<file path="src/design/clk_src_pkg.sv">
// Package of constants and types for the CPU clock-source control block.
package clk_src_pkg;

  // ----------------------------------------------------------------------
  // Register offsets
  // ----------------------------------------------------------------------
  localparam logic [7:0] OSC_MODE_ADDR     = 8'hA0;
  localparam logic [7:0] MAIN_CTRL_ADDR    = 8'hA1;
  localparam logic [7:0] CLK_SEL_ADDR      = 8'hA2;
  localparam logic [7:0] STAB_STATUS_ADDR  = 8'hA3;
  localparam logic [7:0] STAB_SELECT_ADDR  = 8'hA4;
  localparam logic [7:0] SUB_CTRL_ADDR     = 8'hA5;
  localparam logic [7:0] SET_BIT_ADDR      = 8'hA6;
  localparam logic [7:0] CLR_BIT_ADDR      = 8'hA7;
  localparam logic [7:0] STATUS_ADDR       = 8'hA8;
  localparam logic [7:0] CFG_ADDR          = 8'hA9;

  // ----------------------------------------------------------------------
  // Field positions and reset values
  // ----------------------------------------------------------------------
  localparam int HS_STABLE_BIT  = 7;
  localparam int LS_STOP_BIT    = 1;
  localparam int HS_STOP_BIT    = 0;
  localparam int MAIN_STOP_BIT  = 7;
  localparam int PIN_SEL_BIT    = 6;
  localparam int EXT_CLK_BIT    = 4;
  localparam logic [7:0] OSC_MODE_RST    = 8'h00;
  localparam logic [7:0] OSC_MODE_STABLE = 8'h80;
  localparam logic [7:0] MAIN_CTRL_RST   = 8'h80;
  localparam logic [2:0] STAB_SELECT_RST = 3'h5;

  // ----------------------------------------------------------------------
  // Timing
  // ----------------------------------------------------------------------
  localparam int CLK_PERIOD_NS   = 25;
  localparam int HS_SETTLE_NS    = 2000;
  localparam int HS_SETTLE_CYC   = (HS_SETTLE_NS + CLK_PERIOD_NS - 1) / CLK_PERIOD_NS;
  localparam int STAB_CNT_W      = 18;
  localparam int STAB_CODES      = 8;

  typedef enum logic [1:0] {
    SRC_HS_INT,
    SRC_MAIN_EXT,
    SRC_SUB
  } cpu_src_e;

  typedef logic [STAB_CNT_W-1:0] stab_cnt_t;

  // Stabilisation length in oscillator edges for a select code: 2^(11+code) for codes 0 to 3, 2^(10+code) for codes 4 to 7.
  function automatic stab_cnt_t stab_len(input logic [2:0] code);
    stab_len = stab_cnt_t'(1) << (11 + code[1:0] + (code[2] ? 3 : 0));
  endfunction : stab_len

endpackage : clk_src_pkg

</file>
<file path="src/design/stab_if.sv">
// Interface carrying the oscillator stabilisation request and status.
`timescale 1ns/1ps
interface stab_if;
  logic                   start;
  logic                   run;
  logic [2:0]             sel;
  logic [7:0]             status;
  logic                   done;

  modport ctrl (output start, output run, output sel, input status, input done);
  modport cnt  (input start, input run, input sel, output status, output done);
endinterface : stab_if

</file>
<file path="src/design/stab_counter.sv">
// Oscillation stabilisation counter with a thermometer status byte.
`timescale 1ns/1ps
module stab_counter (
  input  wire logic i_clk,   // System clock.
  input  wire logic i_nrst,  // Async reset, active low.
  input  wire logic i_tick,  // One oscillator edge seen.
  stab_if.cnt       bus      // Request and status.
);
  import clk_src_pkg::*;

  typedef struct packed {
    stab_cnt_t   cnt;
    logic [7:0]  status;
    logic        done;
  } st_s;

  st_s s_q;
  st_s s_d;

  always_comb begin
    s_d = s_q;
    if (!bus.run || bus.start) begin
      s_d = '0;
    end else if (!s_q.done && i_tick) begin
      s_d.cnt = s_q.cnt + stab_cnt_t'(1);
      for (int k = 0; k < STAB_CODES; k++) begin
        if (s_d.cnt >= stab_len(3'(k))) begin
          s_d.status[7-k] = 1'b1;
        end
      end
      if (s_d.cnt >= stab_len(bus.sel)) begin
        s_d.done = 1'b1;
      end
    end
  end

  always_ff @(posedge i_clk or negedge i_nrst) begin
    if (!i_nrst) begin
      s_q <= '0;
    end else begin
      s_q <= s_d;
    end
  end

  assign bus.status = s_q.status;
  assign bus.done   = s_q.done;
endmodule : stab_counter

</file>
<file path="src/design/hs_settle.sv">
// Settling timer for the internal high-speed oscillator accuracy.
`timescale 1ns/1ps
module hs_settle (
  input  wire logic i_clk,     // System clock.
  input  wire logic i_nrst,    // Async reset, active low.
  input  wire logic i_run,     // Oscillator enabled.
  output logic      o_stable   // Accuracy reached.
);
  import clk_src_pkg::*;

  typedef struct packed {
    logic [15:0] cnt;
    logic        stable;
  } st_s;

  st_s s_q;
  st_s s_d;

  always_comb begin
    s_d = s_q;
    if (!i_run) begin
      s_d = '0;
    end else if (s_q.cnt == 16'(HS_SETTLE_CYC - 1)) begin
      s_d.stable = 1'b1;
    end else begin
      s_d.cnt = s_q.cnt + 16'h0001;
    end
  end

  always_ff @(posedge i_clk or negedge i_nrst) begin
    if (!i_nrst) begin
      s_q <= '0;
    end else begin
      s_q <= s_d;
    end
  end

  assign o_stable = s_q.stable;
endmodule : hs_settle

</file>
<file path="src/design/cpu_clock_source_control.sv">
// Top of the CPU clock-source control block with its register port.
//
// Chosen here: strobed register access and the placing of the registers.
`timescale 1ns/1ps
module cpu_clock_source_control (
  input  wire logic       I_CLK_SYS,     // System clock, 40 MHz.
  input  wire logic       I_NRST,        // Async reset, active low.
  input  wire logic [7:0] I_ADDR,        // Register address.
  input  wire logic [7:0] I_WDATA,       // Write data.
  input  wire logic       I_WR,          // Write strobe.
  input  wire logic       I_RD,          // Read strobe.
  input  wire logic       I_LS_STOP_OK,  // Option: low-speed stop allowed.
  input  wire logic       I_MAIN_TICK,   // Main crystal edge seen.
  input  wire logic       I_SUB_TICK,    // Sub crystal edge seen.
  input  wire logic       I_STOP_EXIT,   // STOP mode release pulse.
  output logic      [7:0] O_RDATA,       // Read data.
  output logic            O_HS_RUN,      // Internal high-speed osc enable.
  output logic            O_LS_RUN,      // Internal low-speed osc enable.
  output logic            O_MAIN_RUN,    // Main crystal or ext input enable.
  output logic            O_EXT_SEL,     // Main comes from external pin.
  output logic            O_SUB_RUN,     // Sub crystal enable.
  output logic      [1:0] O_CPU_SRC,     // Selected CPU clock source.
  output logic            O_CPU_READY    // CPU clock usable after STOP.
);
  import clk_src_pkg::*;

  // ----------------------------------------------------------------------
  // State
  // ----------------------------------------------------------------------
  typedef struct packed {
    logic       hs_stop;
    logic       ls_stop;
    logic       main_stop;
    logic       pin_sel;
    logic       ext_clk;
    logic       main_sel;
    logic       sub_sel;
    logic       sub_osc;
    logic [2:0] stab_sel;
    logic       stop_wait;
    logic       sub_ok;
    logic [11:0] sub_cnt;
    logic       sub_done;
    logic [7:0] rdata;
    logic       hs_run;
    logic       ls_run;
    logic       main_run;
    logic       ext_sel;
    logic       sub_run;
    cpu_src_e   cpu_src;
    logic       cpu_ready;
  } st_s;

  st_s s_q;
  st_s s_d;

  logic hs_stable;
  logic [7:0] mode_val;
  logic [7:0] wr_mode;

  stab_if stab ();

  // ----------------------------------------------------------------------
  // Sub-blocks
  // ----------------------------------------------------------------------
  hs_settle u_hs_settle (
    .i_clk    (I_CLK_SYS),
    .i_nrst   (I_NRST),
    .i_run    (!s_q.hs_stop),
    .o_stable (hs_stable)
  );

  stab_counter u_stab_counter (
    .i_clk  (I_CLK_SYS),
    .i_nrst (I_NRST),
    .i_tick (I_MAIN_TICK),
    .bus    (stab.cnt)
  );

  // Counter restarts when the crystal starts or when STOP is released.
  assign stab.run   = !s_q.main_stop && !s_q.ext_clk && s_q.pin_sel;
  assign stab.start = I_STOP_EXIT || (s_q.main_stop && !s_d.main_stop);
  assign stab.sel   = s_q.stab_sel;

  // ----------------------------------------------------------------------
  // Register view
  // ----------------------------------------------------------------------
  always_comb begin
    mode_val = OSC_MODE_RST;
    mode_val[HS_STABLE_BIT] = hs_stable;
    mode_val[LS_STOP_BIT]   = s_q.ls_stop;
    mode_val[HS_STOP_BIT]   = s_q.hs_stop;
  end

  // Single-bit set and clear ports model bit manipulation on the mode register.
  always_comb begin
    wr_mode = mode_val;
    if (I_ADDR == OSC_MODE_ADDR) begin
      wr_mode = I_WDATA;
    end else if (I_ADDR == SET_BIT_ADDR) begin
      wr_mode = mode_val | (8'h01 << I_WDATA[2:0]);
    end else if (I_ADDR == CLR_BIT_ADDR) begin
      wr_mode = mode_val & ~(8'h01 << I_WDATA[2:0]);
    end
  end

  // ----------------------------------------------------------------------
  // Next state
  // ----------------------------------------------------------------------
  always_comb begin
    s_d = s_q;
    s_d.rdata = 8'h00;
    // Sub crystal settling: a latch after a fixed tick count is enough here.
    if (!s_q.sub_osc) begin
      s_d.sub_cnt  = 12'h000;
      s_d.sub_done = 1'b0;
    end else if (I_SUB_TICK && !s_q.sub_done) begin
      s_d.sub_cnt  = s_q.sub_cnt + 12'h001;
      s_d.sub_done = (s_q.sub_cnt == 12'hFFF);
    end
    s_d.sub_ok = s_q.sub_done;

    if (I_WR) begin
      unique case (I_ADDR)
        OSC_MODE_ADDR, SET_BIT_ADDR, CLR_BIT_ADDR: begin
          s_d.hs_stop = wr_mode[HS_STOP_BIT];
          s_d.ls_stop = wr_mode[LS_STOP_BIT] && I_LS_STOP_OK;
        end
        MAIN_CTRL_ADDR: begin
          s_d.main_stop = I_WDATA[MAIN_STOP_BIT];
          s_d.pin_sel   = I_WDATA[PIN_SEL_BIT];
          s_d.ext_clk   = I_WDATA[EXT_CLK_BIT];
        end
        CLK_SEL_ADDR: begin
          s_d.main_sel = I_WDATA[0];
          s_d.sub_sel  = I_WDATA[4];
        end
        STAB_SELECT_ADDR: s_d.stab_sel = I_WDATA[2:0];
        SUB_CTRL_ADDR:    s_d.sub_osc  = I_WDATA[0];
        default: ;
      endcase
    end

    if (I_RD) begin
      unique case (I_ADDR)
        OSC_MODE_ADDR:    s_d.rdata = mode_val;
        MAIN_CTRL_ADDR:   s_d.rdata = {s_q.main_stop, s_q.pin_sel, 1'b0, s_q.ext_clk, 4'h0};
        CLK_SEL_ADDR:     s_d.rdata = {3'h0, s_q.sub_sel, 3'h0, s_q.main_sel};
        STAB_STATUS_ADDR: s_d.rdata = stab.status;
        STAB_SELECT_ADDR: s_d.rdata = {5'h00, s_q.stab_sel};
        SUB_CTRL_ADDR:    s_d.rdata = {7'h00, s_q.sub_osc};
        STATUS_ADDR:      s_d.rdata = {s_q.cpu_ready, s_q.sub_ok, stab.done, 3'h0,
                                       2'(s_q.cpu_src)};
        CFG_ADDR:         s_d.rdata = {7'h00, I_LS_STOP_OK};
        default:          s_d.rdata = 8'h00;
      endcase
    end

    // Source selection; software is trusted to obey the switching conditions.
    if (s_q.sub_sel) begin
      s_d.cpu_src = SRC_SUB;
    end else if (s_q.main_sel) begin
      s_d.cpu_src = SRC_MAIN_EXT;
    end else begin
      s_d.cpu_src = SRC_HS_INT;
    end

    // After STOP release the CPU waits for its clock to be usable.
    if (I_STOP_EXIT) begin
      s_d.stop_wait = 1'b1;
    end else if (s_q.stop_wait) begin
      unique case (s_q.cpu_src)
        SRC_HS_INT:   s_d.stop_wait = !hs_stable;
        SRC_MAIN_EXT: s_d.stop_wait = !(s_q.ext_clk || stab.done);
        SRC_SUB:      s_d.stop_wait = !s_q.sub_ok;
        default:      s_d.stop_wait = 1'b0;
      endcase
    end
    s_d.cpu_ready = !s_d.stop_wait && (hs_stable || s_q.cpu_src != SRC_HS_INT);

    s_d.hs_run   = !s_q.hs_stop;
    s_d.ls_run   = !(s_q.ls_stop && I_LS_STOP_OK);
    s_d.main_run = !s_q.main_stop && s_q.pin_sel;
    s_d.ext_sel  = s_q.ext_clk;
    s_d.sub_run  = s_q.sub_osc;
  end

  // ----------------------------------------------------------------------
  // Registers
  // ----------------------------------------------------------------------
  always_ff @(posedge I_CLK_SYS or negedge I_NRST) begin
    if (!I_NRST) begin
      s_q           <= '0;
      s_q.main_stop <= MAIN_CTRL_RST[MAIN_STOP_BIT];
      s_q.stab_sel  <= STAB_SELECT_RST;
      s_q.hs_run    <= 1'b1;
      s_q.ls_run    <= 1'b1;
      s_q.cpu_src   <= SRC_HS_INT;
    end else begin
      s_q <= s_d;
    end
  end

  assign O_RDATA     = s_q.rdata;
  assign O_HS_RUN    = s_q.hs_run;
  assign O_LS_RUN    = s_q.ls_run;
  assign O_MAIN_RUN  = s_q.main_run;
  assign O_EXT_SEL   = s_q.ext_sel;
  assign O_SUB_RUN   = s_q.sub_run;
  assign O_CPU_SRC   = 2'(s_q.cpu_src);
  assign O_CPU_READY = s_q.cpu_ready;
endmodule : cpu_clock_source_control

</file>
<file path="config.mk">
export PLATFORM = sky130hd
export DESIGN_NAME = cpu_clock_source_control
export DESIGN_NICKNAME = d
export VERILOG_FILES = /design/src/design/clk_src_pkg.sv /design/src/design/stab_if.sv /design/src/design/stab_counter.sv /design/src/design/hs_settle.sv /design/src/design/cpu_clock_source_control.sv
export SDC_FILE = /design/constraint.sdc
export NUM_CORES = 1
export LEC_CHECK = 0
export ABC_AREA = 1
export BUFFER_PORTS_ARGS = -buffer_cell sky130_fd_sc_hd__buf_2
export CAP_MARGIN = 10
export CORE_MARGIN = 2
export CORE_UTILIZATION = 55
export CTS_CLUSTER_SIZE = 10
export DETAILED_ROUTE_END_ITERATION = 6
export GPL_TIMING_DRIVEN = 0
export PLACE_DENSITY = 0.75
export SLEW_MARGIN = 30
export SYNTH_ARGS = -nofsm -noshare
export SYNTH_HDL_FRONTEND = slang
export SYNTH_SLANG_ARGS = --single-unit
</file>
<file path="constraint.sdc">
create_clock -name I_CLK_SYS -period 3.55 [get_ports I_CLK_SYS]
set_input_delay 0.1775 -clock I_CLK_SYS [delete_from_list [all_inputs] [get_ports I_CLK_SYS]]
set_output_delay 0.1775 -clock I_CLK_SYS [all_outputs]
set_load 0.02 [all_outputs]
</file>
# [Word level (Yosys, flattened, before mapping)]
# Index checks and enable logic that the tools add are counted.
[op_classes] reduce_logical=53 mux=31 shift=2 bitwise=3 n_eq_ne=16 addsub=5 n_lt_le_gt_ge=8
[op_table] operator="equality test 8 bit (second input constant)" count=10
[op_table] operator="case mux 8 bit (8 select lines)" count=1
[op_table] operator="two-way mux 27 bit" count=2
[op_table] operator="adder 32 bit" count=1
[op_table] operator="<< shifter 1 x 32 -> 18 bit (first input constant)" count=1
[op_table] operator="two-way mux 13 bit" count=2
[op_table] operator="AND reduction 2 bit" count=13
[op_table] operator="nonzero test 2 bit" count=11
[op_table] operator="adder 18 x 1 -> 18 bit (second input constant)" count=1
[op_table] operator="greater-or-equal comparator 18 x 12 -> 1 bit (second input constant)" count=1
[op_table] operator="greater-or-equal comparator 18 x 13 -> 1 bit (second input constant)" count=1
[op_table] operator="greater-or-equal comparator 18 x 14 -> 1 bit (second input constant)" count=1
[op_table] operator="greater-or-equal comparator 18 x 15 -> 1 bit (second input constant)" count=1
[op_table] operator="greater-or-equal comparator 18 x 16 -> 1 bit (second input constant)" count=1
[op_table] operator="greater-or-equal comparator 18 x 17 -> 1 bit (second input constant)" count=1
[op_table] operator="greater-or-equal comparator 18 bit" count=1
[op_table] operator="greater-or-equal comparator 18 bit (second input constant)" count=1
[op_table] operator="two-way mux 17 bit" count=1
[op_table] operator="adder 16 x 1 -> 16 bit (second input constant)" count=1
[op_table] operator="equality test 16 x 7 -> 1 bit (second input constant)" count=1
[op_table] operator="two-way mux 16 bit" count=1
[op_table] operator="two-way mux 1 bit" count=13
[op_table] operator="adder 12 x 1 -> 12 bit (second input constant)" count=1
[op_table] operator="equality test 12 bit (second input constant)" count=1
[op_table] operator="other kinds (21)" count=49
[word_totals] elab_cells=150 regBits=86 in_bits=24

# [Depth between registers and ports, before layout]
# Gate-level depths: netlist of run 1.
[logic_depth] word_depth=9 ltp_mapped=21 mapped_depth_nobuf=21

# [Modules after synthesis]
# A second synthesis of run 1 with hierarchy kept.
[unflattened] hier_cells=732 hier_area_um2=5555.3
[modules_own_cells] module="cpu_clock_source_control" cells_each=288 seq_area_each_um2=1057.3 n_inst=1 area_each_um2=2285.9
[modules_own_cells] module="stab_counter" cells_each=299 seq_area_each_um2=650.6 n_inst=1 area_each_um2=2240.9
[modules_own_cells] module="hs_settle" cells_each=145 seq_area_each_um2=425.4 n_inst=1 area_each_um2=1028.5

# [Worst setup path before layout of run 1]
# OpenSTA, ideal clock, no wires.
[synth_path] path_type="register to register" from="reg s_q (netlist bit stab.sel[0])" to="reg u_stab_counter.s_q (netlist bit u_stab_counter.bus.done)" t_arrival_ps=2764 synth_period_minus_slack_ps=2881 stages_incl_launch_ff=21 setup_slack_ps=669 setup_time_ps=116 n_path_buf=0 path_cell_list="dfstp_2 inv_1 ha_1 fa_1 inv_1 ha_1 nor2_1 inv_1 nor2_1 nand2_1 ha_1 nand2_1 inv_1 nor2_1 o21ai_0 nand2_1 nand3_1 nand2_1 nand4_1 nand2_1 nand2_1"
[synth_via] elab_chain_cells=6
[synth_lines] element="start: declaration" line="cpu_clock_source_control.sv:54" rtl="st_s s_q;"
[synth_lines] element="adder 4 x 2 -> 5 bit" line="clk_src_pkg.sv:51" rtl="stab_len = stab_cnt_t'(1) << (11 + code[1:0] + (code[2] ? 3 : 0));"
[synth_lines] element="adder 32 bit" line="clk_src_pkg.sv:51"
[synth_lines] element="<< shifter 1 x 32 -> 18 bit" line="clk_src_pkg.sv:51"
[synth_lines] element="greater-or-equal comparator 18 bit" line="stab_counter.sv:31" rtl="if (s_d.cnt >= stab_len(bus.sel)) begin"
[synth_lines] element="nonzero test 2 bit (no source line)"
[synth_lines] element="AND reduction 2 bit (no source line)"
[synth_lines] element="end signal: assignment" line="stab_counter.sv:39" rtl="s_q <= '0;"
[synth_lines] element="end signal: assignment" line="stab_counter.sv:41" rtl="s_q <= s_d;"
[synth_lines] element="end: declaration" line="stab_counter.sv:17" rtl="st_s s_q;"
# No other way between the ends.
# A chain may end at the register's enable or synchronous reset.

# [Final worst setup path of run 1]
# Ends and elaborated chain as after synthesis.

==> run metrics, run 1 <==
Clk Latency, worst-skew pair 0.36 ns; multi-input logic area 2402 um^2; CTS Buf Count 9; synthesized flop and latch total 85; share of layout cells above drive strength 1 14.76%; GPL Wtd Cong 0.8872; CTS root buf clkbuf_8; crit-path max FO 4; Final min period 3.244 ns; Worst Setup SP stab.sel[0]; number of synthesis warnings 0; Post-Syn Area 4982 um^2; number of global-route vias before repair 4226; DRT Pass-1 Iters 5; FF+latch area 2133 um^2; Async SR Flop Fraction 100.0%; Antenna diodes 0; Synth Flop Type dfrtp_1; critical-path cell list inv_1, ha_1, fa_1, inv_1, nor2_1, inv_1, nor2_1, nand2_1, ha_1, nand2_1, nor4_2, nand4_1, nand4_1, nand2_1, nand2_1; DRC viols 0; worst flop-to-flop path startpoint stab.sel[0]; Rows 34; CTS tree yes; total congestion overflow 0; GRT busiest layer met2; crit path kind reg -> reg; Final Non-Filler Cells 806; # clock sinks 85; worst r2r dst u_stab_counter.bus.done; Synth Area per Inst 7.761 um^2; status finished clean; Crit path top cell by count nand2_1; via count 4380; endpoint type of the worst setup path flop; final slew viol count 0; Post-Route WL 11120 um; GRT met3 Usage 3.514%; reg2reg setup slack 0.31 ns; Ports 40; most common cell after layout, fill and taps aside nand2_1; M1 GR Usage 32.95%; Worst setup SP type flop; measured slew at the worst slew-check pin 0.4935 ns; most frequent cells in the layout nand2_1 (149), inv_1 (91), dfrtp_1 (80); remaining antenna violation count 0; Peak VDD IR 0.2582 mV; post-synthesis cell type count 46; crit path to u_stab_counter.bus.done; post-DP HPWL 8651 um; Layout Nets 744; Initial Util 56.85%; 1st-iter DRT viols 230; critical path depth 15; initial antenna violation count 0; Core Box Area 8763 um^2; Slowest-stage cell, CP fa_1; clk buf depth 2; DIE AREA 9836 um^2; number of synthesized flops with an enable pin 0; Slew HR 66.75%; Buf/Inv on CP 3; clock slew at reported path FFs 0.09 ns; Post-Syn Instances 642; first-pass GRT wire length 19040 um; placed insts 788; final setup TNS 0 ns; Hold Crit Class in -> reg; post-synth net total 693; Leak 0.002758 uW; GRT Resource Usage Total 23.62%; port bufs 37; Yosys top cell by area dfrtp_1; DR WL/cell 13.80 um; RSZ-0062 raised after global routing no; CTS H-tree depth 3; Die Height 99.18 um; CP arrival 3.54 ns; largest net degree at the start of global routing 54; final period utilization 91.39%; P per Cell Area 407.2 nW/um^2; final clock skew 0.01561 ns; Fin. Hold Viols 0; top cells by area, synth dfrtp_1 (40%), nand2_1 (11%), inv_1 (6.9%), ha_1 (6.5%), nor2_1 (4.8%); max incr delay on CP 0.59 ns; top-area cell type share of the netlist area 40.18%; max_cap viols 0; Reg2Reg Depth 15; Area Overhead vs Synth 12.13%; Top delay family on crit path simple AND/OR/NAND/NOR gates; fill cell count 732; GR Layer Usage met2 38.46%; Final Setup Violations 0; Worst Path Required 3.84 ns; Chip Width 99.18 um; vias per inst 5.434; post-synthesis sequential area ratio 42.82%; max frequency 0.3082 GHz
metal layers:
metal	vias up	wire length [um]
met5	-	0
met4	0	194
met3	16	453
met2	104	5179
met1	2055	5292
li1	2205	-
Yosys cell counts (2+ instances only):
master / number
and3_1: 3
mux2_2: 2
a22o_1: 2
a31oi_1: 5
dfstp_2: 5
nor4_1: 7
nor2_2: 10
or2_2: 2
a21oi_1: 33
nor2_1: 64
inv_2: 2
o31ai_1: 3
a221oi_1: 2
clkbuf_1: 3
dfrtp_1: 80
o22ai_1: 8
o21ai_0: 35
ha_1: 26
o21bai_1: 2
o21ai_1: 5
nand3_1: 31
inv_1: 91
nand3_2: 2
buf_4: 10
o2111ai_1: 2
nor3_2: 2
nand4_1: 8
nand2_1: 149
nor3_1: 16
a21oi_2: 2
nand2_2: 6
xor2_1: 10
area by class of cell:
cell class / count / share of cell area (%)
clock buffers: 10 / 2.284
plain buffers: 15 / 1.836
clock inverters: 6 / 1.680
flip-flops and latches: 85 / 38.19
well taps: 108 / 2.419
repair buffers: 40 / 4.278
multi-input cells: 448 / 43.00
inverters: 94 / 6.316
kinds of logic after synthesis:
logic type / Yosys count / share of synthesized area, %
AND/OR/NAND/NOR: 302 / 26.39
multiplexers: 3 / 0.6529
XOR/XNOR: 10 / 1.758
adder cells (fa/ha/maj): 27 / 6.931
flip-flops: 85 / 42.82
AO/OA/AOI/OAI: 106 / 12.31
buffers and inverters: 109 / 9.141
power by group:
group / switching, uW / internal, uW / total, uW
Combinational: 259 / 142 / 400
Clock: 380 / 406 / 786
Sequential: 61.1 / 1030 / 1090
Total: 700 / 1580 / 2270
registers in the layout, summed over array words and instances (netlist names), 2 cells and up:
signal                     flops
stab.sel                       3
s_q                           18
s_d                            3
mode_val                       2
u_hs_settle.s_q               16
u_stab_counter.s_q            18
u_stab_counter.bus.status      7
O_RDATA                        8
O_CPU_SRC                      2
through the flow:
stage | area, um^2 | power [uW] | hold slack [ns] | setup slack [ns] | util, %
6_report | 5587 | 2275 | 0.04697 | 0.3056 | 63.75
2_1_floorplan | 4982 | 1363 | -0.1181 | 0.6693 | -
3_3_place_gp | 5303 | 1473 | 0.3632 | 0.3872 | 60.51
4_1_cts | 5578 | 2280 | 0.03825 | 0.2444 | 63.65
3_5_place_dp | 5336 | 1497 | 0.08450 | 0.2885 | 60.89
5_1_grt | 5587 | 2390 | 0.03863 | 0.002135 | 63.75
worst min path at each step:
stage               startpoint                     end  slack [ns]  depth (start not counted)
finish              I_WDATA[7]                 s_q[39]        0.05                          2
CTS                 I_WDATA[7]                 s_q[39]        0.04                          2
detailed placement      I_NRST  u_stab_counter.s_q[20]        0.08                          1
global route        I_WDATA[7]                 s_q[39]        0.04                          2
floorplan               I_NRST             O_CPU_READY       -0.12                          0
global placement       s_d[29]                 s_q[29]        0.36                          0
timing repair:
action / 4_1_cts / 5_1_grt
hold buffers: 2 / 0
setup buffers: 0 / 0
endpoints found under the setup margin: 0 / 1
endpoints found under the hold margin: 33 / 0
resized for setup: 0 / 2
No activity file was read; power rests on OpenSTA's default activity.
==> run 2, diff against run 1 <==
==> constraint.sdc (replaced) <==
create_clock -name I_CLK_SYS -period 3.55 [get_ports I_CLK_SYS]
set_input_delay 0.5325 -clock I_CLK_SYS [delete_from_list [all_inputs] [get_ports I_CLK_SYS]]
set_output_delay 0.5325 -clock I_CLK_SYS [all_outputs]
set_load 0.02 [all_outputs]
==> run 2 against run 1 <==
- via count fell by 0.41%
- worst setup slack got worse by 0.0025 ns
- global-route usage fell by 0.060 points
- cell area fell by 0.36%
- critical endpoint unchanged
- register-to-register slack barely moved
- sequential cell count did not move
- critical path type unchanged
- die area did not move
- highest routed layer unchanged
==> run metrics, run 2 (same netlist as run 1, synthesis figures left out) <==
status finished clean; Antenna diodes 0; GPL Wtd Cong 0.8872; Worst Path Required 3.84 ns; crit-path max FO 4; Area Overhead vs Synth 11.73%; crit path kind reg -> reg; Peak VDD IR 0.2584 mV; reg2reg setup slack 0.30 ns; Worst setup SP type flop; worst r2r dst u_stab_counter.bus.done; CTS root buf clkbuf_8; max_cap viols 0; Ports 40; Hold Buf Count CTS 0; FF+latch area 2133 um^2; CP arrival 3.54 ns; Initial Util 56.85%; Final WS setup 0.3031 ns; port bufs 37; Fin. Hold Viols 0; Final min period 3.247 ns; pre-CTS WS 0.2885 ns; most common cell after layout, fill and taps aside nand2_1; post-DP HPWL 8651 um; # clock sinks 85; CTS tree yes; DIE AREA 9836 um^2; total congestion overflow 0; Clk Latency, worst-skew pair 0.36 ns; final clock skew 0.01481 ns; via count 4362; GRT busiest layer met2; Rows 34; top flop regs s_q x18, u_stab_counter.s_q x18, u_hs_settle.s_q x16; DRT Pass-1 Iters 5; multi-input logic area 2402 um^2; P per Cell Area 408.2 nW/um^2; Hold WS 0.03605 ns; remaining antenna violation count 0; Layout Nets 742; first-pass GRT wire length 18990 um; max incr delay on CP 0.59 ns; DR WL/cell 13.82 um; Leak 0.002749 uW; 1st-iter DRT viols 230; Post-Route WL 11110 um; GR Layer Usage met2 38.36%; Reg2Reg Depth 15; fill cell count 734; number of global-route vias before repair 4217; final setup TNS 0 ns; Slowest-stage cell, CP fa_1; final slew viol count 0; measured slew at the worst slew-check pin 0.4934 ns; CTS H-tree depth 3; worst flop-to-flop path startpoint stab.sel[0]; GRT met3 Usage 3.514%; Die Height 99.18 um; most frequent cells in the layout nand2_1 (149), inv_1 (91), dfrtp_1 (80); initial antenna violation count 0; final period utilization 91.46%; max frequency 0.3080 GHz; GRT Resource Usage Total 23.56%; DRC viols 0; Hold Crit Class in -> async; M1 GR Usage 32.86%; RSZ-0062 raised after global routing no; Final Util 63.52%; CTS Buf Count 9; clk buf depth 2; Crit path top cell by count nand2_1; largest net degree at the start of global routing 54; Chip Width 99.18 um; vias per inst 5.425; endpoint type of the worst setup path flop; clock slew at reported path FFs 0.10 ns; Slew HR 66.76%; critical-path cell list inv_1, ha_1, fa_1, inv_1, nor2_1, inv_1, nor2_1, nand2_1, ha_1, nand2_1, nor4_2, nand4_1, nand4_1, nand2_1, nand2_1; Core Box Area 8763 um^2; share of layout cells above drive strength 1 14.80%; Final Setup Violations 0
[run 2: worst max-delay path by stage]
stage	cells past startpoint	endpoint	from
6_report	15	u_stab_counter.bus.done	stab.sel[0]
5_1_grt	20	u_stab_counter.bus.done	stab.sel[0]
4_1_cts	16	u_stab_counter.bus.done	stab.sel[0]
3_5_place_dp	16	u_stab_counter.bus.done	stab.sel[0]
3_3_place_gp	16	u_stab_counter.bus.done	stab.sel[0]
2_1_floorplan	20	u_stab_counter.bus.done	stab.sel[0]
[run 2: timing repair]
| item | in CTS | in global routing |
|---|---|---|
| resized for setup | 0 | 2 |
| hold endpoints to repair | 0 | 0 |
| setup buffers | 0 | 0 |
| endpoints found under the setup margin | 0 | 1 |
[run 2: final cells by class]
cell class	count	area share, %
multi-input combinational	448	43.16
sequential	85	38.32
inverter	94	6.338
timing repair buffer	38	3.933
tap	108	2.428
clock buffer	10	2.293
buffer	15	1.843
clock inverter	6	1.686
[run 2: per-layer routing]
layer / share of wire (%) / routed length, um / up-vias
met5: 0 / 0 / -
met4: 1.7 / 194 / 0
met1: 48 / 5317 / 2046
met3: 4.0 / 439 / 16
met2: 46 / 5161 / 102
li1: - / - / 2198
[run 2: through the flow]
stage	total power, uW	area [um^2]	std cells
after floorplan	1363	4982	642
after global placement	1473	5303	787
after detailed placement	1497	5336	788
after CTS	2278	5558	804
after global routing	2388	5567	804
final	2272	5567	804
[run 2: critical path, delay by kind of cell (launching register included)]
kind / cells / cell delay [ns]
simple gates: 9 / 1.21
fa+ha+maj: 3 / 1.21
flops: 1 / 0.54
buf+inv: 3 / 0.24
[run 2: power by group]
part	total (uW)	switching, uW	internal, uW
sequential	1090	61.3	1030
combinational	398	258	140
clock	785	379	406
==> run 3, diff against run 2 <==
--- a/config.mk
+++ b/config.mk
@@ -12,7 +12,6 @@
 export CORE_UTILIZATION = 55
 export CTS_CLUSTER_SIZE = 10
 export DETAILED_ROUTE_END_ITERATION = 6
-export GPL_TIMING_DRIVEN = 0
 export PLACE_DENSITY = 0.75
 export SLEW_MARGIN = 30
 export SYNTH_ARGS = -nofsm -noshare
==> run 3 against run 2 <==
- count of clock-buffer cells in the layout fell by 1
- highest routed layer unchanged
- sequential cell count did not move
- first-iteration DRC count fell by 27%
- largest cell class unchanged
- utilization fell by 1.5 points
- critical path depth rose by 1
==> run metrics, run 3 (same netlist as run 1, synthesis figures left out) <==
Initial Util 56.85%; P per Cell Area 401.7 nW/um^2; via count 4291; DRT Pass-1 Iters 5; final setup TNS 0 ns; pre-CTS WS 0.3663 ns; Core Box Area 8763 um^2; most frequent cells in the layout nand2_1 (149), inv_1 (91), dfrtp_1 (80); Ports 40; Antenna diodes 0; measured slew at the worst slew-check pin 0.6465 ns; remaining antenna violation count 0; FF+latch area 2133 um^2; final clock skew 0.009441 ns; vias per inst 5.432; status finished clean; max frequency 0.3076 GHz; port bufs 37; Hold Buf Count CTS 0; RSZ-0062 raised after global routing no; Hold Crit Class in -> async; CTS Buf Count 9; DRC viols 0; CTS H-tree depth 3; Fin. Hold Viols 0; Chip Width 99.18 um; CP arrival 3.55 ns; largest net degree at the start of global routing 73; Slowest-stage cell, CP dfstp_2; Post-Route WL 10720 um; post-DP HPWL 8155 um; GRT Resource Usage Total 23.38%; DIE AREA 9836 um^2; clock slew at reported path FFs 0.09 ns; Worst Path Required 3.85 ns; Rows 34; Layout Nets 728; number of global-route vias before repair 4176; endpoint type of the worst setup path flop; Worst setup SP type flop; CTS root buf clkbuf_8; Clk Latency, worst-skew pair 0.36 ns; final period utilization 91.59%; first-pass GRT wire length 18770 um; DR WL/cell 13.57 um; Slew HR 56.90%; 1st-iter DRT viols 169; Crit path top cell by count nand2_1; share of layout cells above drive strength 1 13.64%; Area Overhead vs Synth 9.016%; Final min period 3.251 ns; final slew viol count 0; multi-input logic area 2400 um^2; Peak VDD IR 0.1965 mV; critical-path cell list inv_1, ha_1, fa_1, inv_1, ha_1, nor2_1, inv_1, nor2_1, nand2_1, ha_1, nand2_1, nor4_1, nand3b_1, nand4_1, nand2_1, nand2_1; clk buf depth 2; initial antenna violation count 0; CTS tree yes; Top delay family on crit path adder cells; crit-path max FO 4; max incr delay on CP 0.54 ns; total congestion overflow 0; # clock sinks 85; GPL Wtd Cong 0.9028; fill cell count 782; most common cell after layout, fill and taps aside nand2_1; Die Height 99.18 um; top flop regs s_q x18, u_stab_counter.s_q x18, u_hs_settle.s_q x16; Final Setup Violations 0; Final WS setup 0.2986 ns; max_cap viols 0; Buf/Inv on CP 3; Leak 0.002668 uW; crit path kind reg -> reg
[run 3: changes by cell type in the layout (fill, tap and decap cells not counted), sizes merged]
cell / delta
inv: +1
buf: -11
clkbuf: -4
bufinv: -1
clkinvlp: +1
[run 3: timing repair]
action / 4_1_cts / 5_1_grt
setup endpoints to repair: 0 / 1
buffers inserted: 0 / 0
gates resized for setup: 0 / 2
[run 3: path summary, 6_finish.rpt]
path / startpoint / endpoint / slack, ns / depth (start not counted)
max in group asynchronous: I_NRST / s_d[29] / 2.76 / 2
hold / removal: I_NRST / u_stab_counter.s_q[22] / 0.17 / 1
min in group I_CLK_SYS: I_LS_STOP_OK / O_LS_RUN / 0.35 / 2
hold reg to reg: s_d[29] / s_q[29] / 0.37 / 0
setup reg to reg: stab.sel[0] / u_stab_counter.bus.done / 0.30 / 16
setup / recovery: stab.sel[0] / u_stab_counter.bus.done / 0.30 / 16
[run 3: report_power, final]
group	internal, uW	leakage (uW)	switching (uW)	total, uW
sequential	1030	0.00114	68.2	1100
clock	335	0.000102	380	715
combinational	132	0.00142	239	372
[run 3: area by class of cell]
cell class                 count  area share [%]
tap                          108           2.488
sequential                    85           39.28
clock inverter                 7           1.474
inverter                      94           6.496
timing repair buffer          39           3.801
clock buffer                   9           2.281
multi-input combinational    448           44.18
[run 3: layer usage]
layer  vias to the layer above  track usage (%)  share of wire, %
met3                        13            3.162               4.6
met5                         -                0                 0
met1                      2018            32.29                46
met2                       103            38.62                48
met4                         0            7.271               1.3
li1                       2157                -                 -
[run 3: through the flow]
step | total power (uW) | instance area (um^2) | utilization (%) | hold WS, ns | instances
finish | 2182 | 5431 | 61.98 | 0.1669 | 790
global route | 2293 | 5431 | 61.98 | 0.2274 | 790
CTS | 2195 | 5421 | 61.86 | 0.3296 | 790
detailed placement | 1480 | 5218 | 59.54 | 0.3650 | 774
global placement | 1464 | 5218 | 59.54 | 0.3626 | 774
floorplan | 1363 | 4982 | - | 0.2369 | 642
